File: src/core/pcg_pkg.sv
// Shared constants, state and field layout for the pixel clock deglitch block.
// Assumes a single 125 MHz core clock; every pin is synchronous to it.
package pcg_pkg;
  localparam int unsigned SHIFT_W = 34;
  localparam int unsigned DIV_W   = 10;
  localparam int unsigned SRC_LSB = 14;
  localparam int unsigned SRC_W   = 2;
  localparam int unsigned P_LSB   = 16;
  localparam int unsigned P_W     = 4;
  localparam int unsigned L_LSB   = 20;
  localparam int unsigned L_W     = 4;
  localparam int unsigned R_LSB   = 24;
  localparam int unsigned R_W     = 10;

  localparam logic [SRC_W-1:0] SRC_XTAL_HALF = 2'h0;
  localparam logic [SRC_W-1:0] SRC_INTERNAL  = 2'h1;
  localparam logic [SRC_W-1:0] SRC_PASSTHRU  = 2'h2;
  localparam logic [SRC_W-1:0] SRC_EXT_OSC   = 2'h3;

  localparam logic [SRC_W-1:0]   SRC_RESET    = 2'h0;
  localparam logic [P_W-1:0]     P_RESET      = 4'h3;
  localparam logic [L_W-1:0]     L_RESET      = 4'h3;
  localparam logic [R_W-1:0]     R_RESET      = 10'h014;
  localparam logic [SHIFT_W-1:0] SHADOW_RESET = 34'h0;
  localparam logic [5:0]         READ_LAST    = 6'h21;
  localparam logic [3:0]         FREEZE_EVENTS = 4'h8;

  typedef enum logic [1:0] {ST_RUN, ST_WAIT, ST_FREEZE} pcg_state_e;

  typedef struct packed {
    logic [DIV_W-1:0] count;
  } pcg_div_s;

  typedef struct packed {
    pcg_state_e       state;
    logic [SHIFT_W-1:0] shadow;
    logic [5:0]       readPtr;
    logic [SRC_W-1:0] src;
    logic [P_W-1:0]   pdiv;
    logic [L_W-1:0]   ldiv;
    logic [R_W-1:0]   rdiv;
    logic [SRC_W-1:0] runSrc;
    logic [P_W-1:0]   runP;
    logic [3:0]       freezeCnt;
    logic             strobeNPrev;
    logic             refPrev;
    logic             extPrev;
    logic             pixelOut;
    logic             loadOut;
    logic             compareTick;
    logic             dataOut;
    logic             dataOeN;
  } pcg_top_s;
endpackage

File: src/core/pcg_div_if.sv
// Carrier between the top block and one modulus divider.
// Assumes driver and divider share the core clock.
`timescale 1ns/1ps
interface pcg_div_if;
  logic                     advance;
  logic                     restart;
  logic [pcg_pkg::DIV_W-1:0] terminal;
  logic                     wrap;
  modport ctrl (output advance, output restart, output terminal, input wrap);
  modport div  (input advance, input restart, input terminal, output wrap);
endinterface

File: src/core/pcg_divider.sv
// Modulus counter: wraps after terminal+1 advances, wrap is combinational.
// Advance may be a one-cycle strobe or held high to count every clock; a terminal lowered below the count wraps at the next
// advance, so a reload never runs the count the long way round.
`timescale 1ns/1ps
module pcg_divider (
  input  wire logic clock,
  input  wire logic rst,
  pcg_div_if.div    port
);
  pcg_pkg::pcg_div_s s_q;
  pcg_pkg::pcg_div_s s_d;

  assign port.wrap = port.advance && (s_q.count >= port.terminal);

  always_comb begin
    s_d = s_q;
    if (port.restart) begin
      s_d.count = '0;
    end else if (port.wrap) begin
      s_d.count = '0;
    end else if (port.advance) begin
      s_d.count = s_q.count + 10'h001;
    end
  end

  always_ff @(posedge clock or posedge rst) begin
    if (rst) begin
      s_q <= '0;
    end else begin
      s_q <= s_d;
    end
  end
endmodule

File: src/core/pcg_clock_core.sv
// Pixel clock source selection, deglitching, load clock and serial programming port.
// Assumes all pins synchronous to clock; the host keeps the strobe quiet between accesses.
//
// What this block does
// RULE1: [RULE1] A source or rate change never yields a pixel pulse shorter than the briefest programmed half period.
// RULE2: [RULE2] A transfer that alters the source select or pixel modulus bits starts the deglitch sequence by itself.
// RULE3: [RULE3] During deglitch the pixel output is held low and restarts several periods later on the new source.
// RULE4: [RULE4] The host keeps the serial strobe idle during accesses aimed elsewhere, as it clocks the port.
// RULE5: [RULE5] The port select may take any level while idle except in the cycle the strobe returns high; it is looked at only then and while the strobe is low.
// RULE6: [RULE6] With the load clock gate low, load clock pulses are suppressed.
// RULE7: [RULE7] The load clock is an integer submultiple of the pixel clock, stepping only on pixel rising edges.
// RULE8: [RULE8] The reference divider advances on falling edges of the reference input.
// RULE9: [RULE9] For genlock the host programs the reference modulus to one and keeps the sync present.
// RULE10: [RULE10] Source select codes route crystal half, internal divider, passthrough or external oscillator.
// RULE11: [RULE11] The pixel modulus field holds modulus minus one, giving moduli 1 to 16.
`timescale 1ns/1ps
module pcg_clock_core (
  input  wire logic clock,
  input  wire logic rst,
  input  wire logic serialStrobeN,
  input  wire logic portSelect,
  input  wire logic readWriteSelect,
  input  wire logic serialDataIn,
  output logic      serialDataOut,
  output logic      serialDataOeN,
  input  wire logic referenceInput,
  input  wire logic externalClockInput,
  input  wire logic loadClockGate,
  output logic      pixelClockOut,
  output logic      loadClockOut,
  output logic      compareTick
);
  pcg_pkg::pcg_top_s s_q;
  pcg_pkg::pcg_top_s s_d;
  logic              refFall;
  logic              extChange;
  logic              strobeRise;
  logic              srcEvent;
  logic              srcHigh;
  logic              cfgDiff;
  logic              pixRise;

  pcg_div_if pixDiv ();
  pcg_div_if loadDiv ();
  pcg_div_if refDiv ();

  pcg_divider u_pixDiv (.clock(clock), .rst(rst), .port(pixDiv));
  pcg_divider u_loadDiv (.clock(clock), .rst(rst), .port(loadDiv));
  pcg_divider u_refDiv (.clock(clock), .rst(rst), .port(refDiv));

  assign serialDataOut = s_q.dataOut;
  assign serialDataOeN = s_q.dataOeN;
  assign pixelClockOut = s_q.pixelOut;
  assign loadClockOut  = s_q.loadOut;
  assign compareTick   = s_q.compareTick;

  always_comb begin
    s_d        = s_q;
    refFall    = s_q.refPrev && !referenceInput;                       // [RULE8]
    extChange  = s_q.extPrev != externalClockInput;
    strobeRise = !s_q.strobeNPrev && serialStrobeN;                    // [RULE4]
    cfgDiff    = (s_q.src != s_q.runSrc) || (s_q.pdiv != s_q.runP);
    s_d.strobeNPrev = serialStrobeN;
    s_d.refPrev     = referenceInput;
    s_d.extPrev     = externalClockInput;

    // Reference divider sees only falling edges, so a sync source paces it
    refDiv.advance  = refFall;                                         // [RULE8]
    refDiv.restart  = 1'b0;
    refDiv.terminal = s_q.rdiv - 10'h001;
    s_d.compareTick = refDiv.wrap;

    pixDiv.advance  = 1'b1;
    pixDiv.restart  = 1'b0;
    pixDiv.terminal = {6'h00, s_q.runP};                               // [RULE11]

    // Serial port: select and direction matter while the strobe is low and in the cycle it returns high
    s_d.dataOeN = 1'b1;
    s_d.dataOut = 1'b0;
    if (!serialStrobeN && portSelect && readWriteSelect) begin         // [RULE5]
      s_d.dataOeN = 1'b0;
      s_d.dataOut = s_q.shadow[s_q.readPtr];
    end
    if (strobeRise) begin                                              // [RULE5]
      if (portSelect && readWriteSelect) begin
        s_d.readPtr = (s_q.readPtr == pcg_pkg::READ_LAST) ? 6'h00 : s_q.readPtr + 6'h01;
      end else if (portSelect) begin
        s_d.shadow = {serialDataIn, s_q.shadow[pcg_pkg::SHIFT_W-1:1]};
      end else begin
        s_d.src     = s_q.shadow[pcg_pkg::SRC_LSB +: pcg_pkg::SRC_W];
        s_d.pdiv    = s_q.shadow[pcg_pkg::P_LSB +: pcg_pkg::P_W];
        s_d.ldiv    = s_q.shadow[pcg_pkg::L_LSB +: pcg_pkg::L_W];
        s_d.rdiv    = s_q.shadow[pcg_pkg::R_LSB +: pcg_pkg::R_W];
        s_d.readPtr = 6'h00;
      end
    end

    // In ST_RUN with no pending change, each source event flips the pixel output
    case (s_q.runSrc)                                                  // [RULE10]
      pcg_pkg::SRC_XTAL_HALF: srcEvent = refFall;
      pcg_pkg::SRC_INTERNAL:  srcEvent = pixDiv.wrap;
      default:                srcEvent = extChange;
    endcase
    srcHigh = ((s_q.runSrc == pcg_pkg::SRC_PASSTHRU) || (s_q.runSrc == pcg_pkg::SRC_EXT_OSC))
              ? externalClockInput : 1'b1;

    case (s_q.state)
      pcg_pkg::ST_RUN: begin
        if (cfgDiff) begin
          s_d.state = pcg_pkg::ST_WAIT;                                // [RULE2]
        end else if (srcEvent) begin
          s_d.pixelOut = !s_q.pixelOut;                                // [RULE10]
        end
      end
      pcg_pkg::ST_WAIT: begin
        // Freeze only at a low level so the running high phase is never cut
        if (srcEvent) begin
          s_d.pixelOut = 1'b0;                                         // [RULE1]
        end
        if (!s_q.pixelOut || srcEvent) begin
          s_d.state     = pcg_pkg::ST_FREEZE;
          s_d.runSrc    = s_q.src;
          s_d.runP      = s_q.pdiv;
          s_d.freezeCnt = 4'h0;
          pixDiv.restart = 1'b1;
        end
      end
      pcg_pkg::ST_FREEZE: begin
        s_d.pixelOut = 1'b0;                                           // [RULE3]
        if (srcEvent) begin
          if (s_q.freezeCnt >= pcg_pkg::FREEZE_EVENTS && srcHigh) begin
            s_d.state    = pcg_pkg::ST_RUN;                            // [RULE3]
            s_d.pixelOut = 1'b1;
          end else if (s_q.freezeCnt < pcg_pkg::FREEZE_EVENTS) begin
            s_d.freezeCnt = s_q.freezeCnt + 4'h1;
          end
        end
      end
      default: begin
        s_d.state = pcg_pkg::ST_RUN;
      end
    endcase

    // Load clock steps on pixel rising edges; the gate only blocks a rise
    pixRise          = !s_q.pixelOut && s_d.pixelOut;
    loadDiv.advance  = pixRise;                                        // [RULE7]
    loadDiv.restart  = 1'b0;
    loadDiv.terminal = {6'h00, s_q.ldiv};
    if (loadDiv.wrap && (s_q.loadOut || loadClockGate)) begin          // [RULE6]
      s_d.loadOut = !s_q.loadOut;
    end
  end

  always_ff @(posedge clock or posedge rst) begin
    if (rst) begin
      s_q             <= '0;
      s_q.state       <= pcg_pkg::ST_RUN;
      s_q.shadow      <= pcg_pkg::SHADOW_RESET;
      s_q.src         <= pcg_pkg::SRC_RESET;
      s_q.pdiv        <= pcg_pkg::P_RESET;
      s_q.ldiv        <= pcg_pkg::L_RESET;
      s_q.rdiv        <= pcg_pkg::R_RESET;
      s_q.runSrc      <= pcg_pkg::SRC_RESET;
      s_q.runP        <= pcg_pkg::P_RESET;
      s_q.strobeNPrev <= 1'b1;
      s_q.dataOeN     <= 1'b1;
    end else begin
      s_q <= s_d;
    end
  end

  // Cycles since the pixel output last changed, saturating
  logic [7:0] stab_q;
  always_ff @(posedge clock or posedge rst) begin
    if (rst) begin
      stab_q <= 8'h00;
    end else if (s_d.pixelOut != s_q.pixelOut) begin
      stab_q <= 8'h00;
    end else if (stab_q != 8'hff) begin
      stab_q <= stab_q + 8'h01;
    end
  end
endmodule

File: config.mk
export PLATFORM = sky130hd
export DESIGN_NAME = pcg_clock_core
export DESIGN_NICKNAME = d
export VERILOG_FILES = /design/src/core/pcg_pkg.sv /design/src/core/pcg_div_if.sv /design/src/core/pcg_divider.sv /design/src/core/pcg_clock_core.sv
export SDC_FILE = /design/constraint.sdc
export NUM_CORES = 1
export LEC_CHECK = 0
export BUFFER_PORTS_ARGS = -buffer_cell sky130_fd_sc_hd__buf_2
export CAP_MARGIN = 20
export CORE_ASPECT_RATIO = 1.75
export CORE_MARGIN = 2
export CORE_UTILIZATION = 40
export CTS_BUF_LIST = sky130_fd_sc_hd__clkbuf_8
export DETAILED_ROUTE_END_ITERATION = 16
export GPL_TIMING_DRIVEN = 0
export REMOVE_ABC_BUFFERS = 1
export SYNTH_ARGS = -nofsm -noshare
export SYNTH_HDL_FRONTEND = slang
export SYNTH_HIERARCHICAL = 1
export SYNTH_SLANG_ARGS = --single-unit
File: constraint.sdc
create_clock -name clock -period 4.22 [get_ports clock]
set_input_delay 0.211 -clock clock [delete_from_list [all_inputs] [get_ports clock]]
set_output_delay 0.211 -clock clock [all_outputs]
set_load 0.03 [all_outputs]
==> results.toml <==
[clock_network]
cts.sinks = 110
h-tree-depth = 3
clk-insertion-delay-late_ns = 0.37
cts_tree = "done"
numCtsBuffers = 9
cts_buffer_depth = 2
cts_root_buffer = "clkbuf_8"
clkTransAtPathRegs_ns = 0.10

[power]
pwr-share-comb = 0.303
pwr-share-seq = 0.464
switching_share = 0.353
clkPwrFrac = 0.233
irDropWorstVdd_mv = 0.204
leakage_nw = 3.23
switching_power_w = 0.000993
powerDensity_nw_per_um2 = 388
internal-power_w = 0.00182

[final_layout]
drive_gt1_frac = 0.205
n_fill_cell = 1544
area_growth_pct = 10.0
fin_cells = 876
diodes = 0
seq_area_sq_um = 2770
multiInputGateArea_sq_um = 3650
nNetsFinal = 727
final_util = 0.445

[synthesis]
seq_area_frac_synth = 0.419
synth_common_cells = "dfrtp_1, mux2_2, nand2_1, inv_1, ha_1"
yosys.area.top_type_share = 0.379
mappedNetlistArea_sq_um = 6600
synth_top_flop_cell = "dfrtp_1"
ys_ff_latch = 110
yosysMostFrequentCell = "dfrtp_1"
ys_types = 58
yosysWarnings = 6
ys_top_cells_by_area = "dfrtp_1, mux2_2, ha_1"
synth.avg_cell_area_sq_um = 10.4
synth_top_cell_by_area = "dfrtp_1"
async_reset_ff_frac = 1.00
synth_edf_count = 0
syn_inst = 634

[sta]
timing.final.crit_period_ns = 4.04
max_freq_ghz = 0.247
hold_ws_ns = 0.0686
finalCritPeriodShare = 0.958
rsz0062_at_grt = "false"
clock_skew_ns = 0.00840
finalWorstSetupSlack_ns = 0.176
tightest_slew_ns = 0.955
slew_violations = 0
report.final.hold_viol_count = 0
max_slew_margin = 0.362
finalSetupTns_ns = 0
setup_viol = 0

[worst_hold_path]
hold_path.class = "primary input to flip-flop"
holdPathStages = 3

[floorplan]
dieArea_sq_um = 17600
coreArea_sq_um = 16300
start_util = 0.405
die_x_um = 101
core.rowCount = 62
die_h_um = 174
ioPinCount = 14

[global_route]
grt_pass1_wl_um = 23400
grt_pass1_vias = 4964
antenna_found_initial = 0
grt_max_degree = 66
grt_overflow = 0
grt_usage = 0.162

[outcome]
outcome = "finished, final reports clean"

[drt]
viasPerCell = 5.60
drtIter0Drc = 200
antenna_left = 0
num_vias = 4909
route.detailed.drc = 0
firstDrtPassIters = 4
wl_um = 13800
wl_per_cell_um = 15.8

[placed_design]
dpl_worst_slack_ns = -0.231
place_hpwl_um = 10300
dp_cells = 853
port_buffers = 13
gp_congestion = 0.846

[setup_path]
crit_type = "flip-flop to flip-flop"
crit_required_ns = 4.53
endpoint_kind = "flip-flop"
ff2ff_path_depth = 15
startpoint_type = "flip-flop"
cp.arrival_ns = 4.35
cp_max_fo = 10

[run]
max_cap_viol_count = 0
## through the flow
step                total power (W)  area [sq um]
floorplan                   0.00190          6580
global placement            0.00206          6890
detailed placement          0.00212          6960
CTS                         0.00281          7230
global route                0.00300          7260
finish                      0.00281          7260
## final timing paths
kind / startpoint / endpoint / slack [ns]
max reg2reg: pixDiv.terminal[0]$_DFFE_PP1P_ / u_loadDiv/s_q[5]$_DFFE_PP0P_ / 0.18
min reg2reg: loadClockOut$_DFFE_PP0P_ / loadClockOut$_DFFE_PP0P_ / 0.49
min: loadClockGate / loadClockOut$_DFFE_PP0P_ / 0.07
min in group asynchronous: rst / loadDiv.terminal[2]$_DFFE_PP0P_ / 0.36
max: pixDiv.terminal[0]$_DFFE_PP1P_ / u_loadDiv/s_q[5]$_DFFE_PP0P_ / 0.18
max in group asynchronous: rst / s_q[7]$_DFF_PP1_ / 3.23
## kinds of logic after synthesis
logic type / Yosys count / synth area share
AOI/OAI and AO/OA: 118 / 0.140
xor gates and xnor gates: 15 / 0.0199
adders and majority gates: 39 / 0.0740
buffers and inverters: 71 / 0.0508
DFF: 110 / 0.419
muxes: 76 / 0.136
other: 2 / 0.00114
and+or+nand+nor: 203 / 0.159
## state kept, by name, summed over array words and instances, names as in the netlist
name              cells
serialDataOeN         1
s_q                  67
compareTick           1
serialDataOut         1
u_pixDiv/s_q         10
u_refDiv/s_q         10
pixelClockOut         1
loadDiv.terminal      4
pixDiv.terminal       4
loadClockOut          1
u_loadDiv/s_q        10
## area by class of cell
| class | count | share of cell area |
|---|---|---|
| multi-input combinational | 482 | 0.503 |
| timing repair buffer | 23 | 0.0255 |
| clock inverter | 6 | 0.00862 |
| tap | 192 | 0.0331 |
| sequential | 110 | 0.381 |
| clock buffer | 10 | 0.0190 |
| inverter | 53 | 0.0298 |
## routing by layer
| metal | track usage | vias to the layer above | routed length [um] |
|---|---|---|---|
| met3 | 0.0214 | 19 | 267 |
| met2 | 0.302 | 74 | 7630 |
| met1 | 0.186 | 2437 | 5610 |
| met4 | 0.0557 | 0 | 293 |
| met5 | 0 | - | 0 |
| li1 | - | 2379 | - |
## worst max-delay path: stages (launching register included)
cell	delay, ns
dfstp_2	0.56
ha_1	0.22
nand2b_1	0.15
a211oi_2	0.28
o2bb2ai_2	0.20
a21oi_4	0.21
nor2_1	0.06
a211o_1	0.35
nand2_1	0.09
ha_1	0.25
o31ai_2	0.32
o2bb2ai_4	0.23
inv_6	0.09
or4_1	0.53
a221o_1	0.32
a21oi_2	0.11
## what timing repair did
| item | 4_1_cts | 5_1_grt |
|---|---|---|
| pin swaps | 0 | 2 |
| gates resized for setup | 4 | 0 |
| hold buffers | 4 | 0 |
| buffers inserted | 0 | 3 |
| setup endpoints to repair | 3 | 3 |
| endpoints found under the hold margin | 46 | 0 |
## cell usage in the layout (no fill, tap or decap), types with 4 or more instances in the layout
master,count
or3_1,10
inv_1,50
mux2_2,58
nand2_1,54
buf_2,13
a21oi_1,23
ha_1,39
conb_1,31
mux2i_1,14
clkbuf_8,10
dfrtp_1,100
a21oi_2,5
o21ai_0,15
nand4_1,4
dlygate4sd3_1,4
or4_1,6
or2_2,4
nand3_1,16
nor3b_1,6
nand2b_1,9
nand3b_1,13
nor2_1,31
and3_2,4
a211oi_1,9
a221o_1,15
nor3_1,29
a2111oi_0,6
dfstp_2,10
xnor2_1,4
nor4_1,5
o2111ai_1,7
xor2_1,11
## power by group through the flow
stage	combinational, W	sequential (W)	clock, W
floorplan	0.000599	0.00130	0
global placement	0.000748	0.00132	0
detailed placement	0.000792	0.00132	0
CTS	0.000824	0.00131	0.000678
global route	0.000955	0.00133	0.000716
finish	0.000853	0.00131	0.000655
Note: power is estimated with default switching activity, not from simulation.
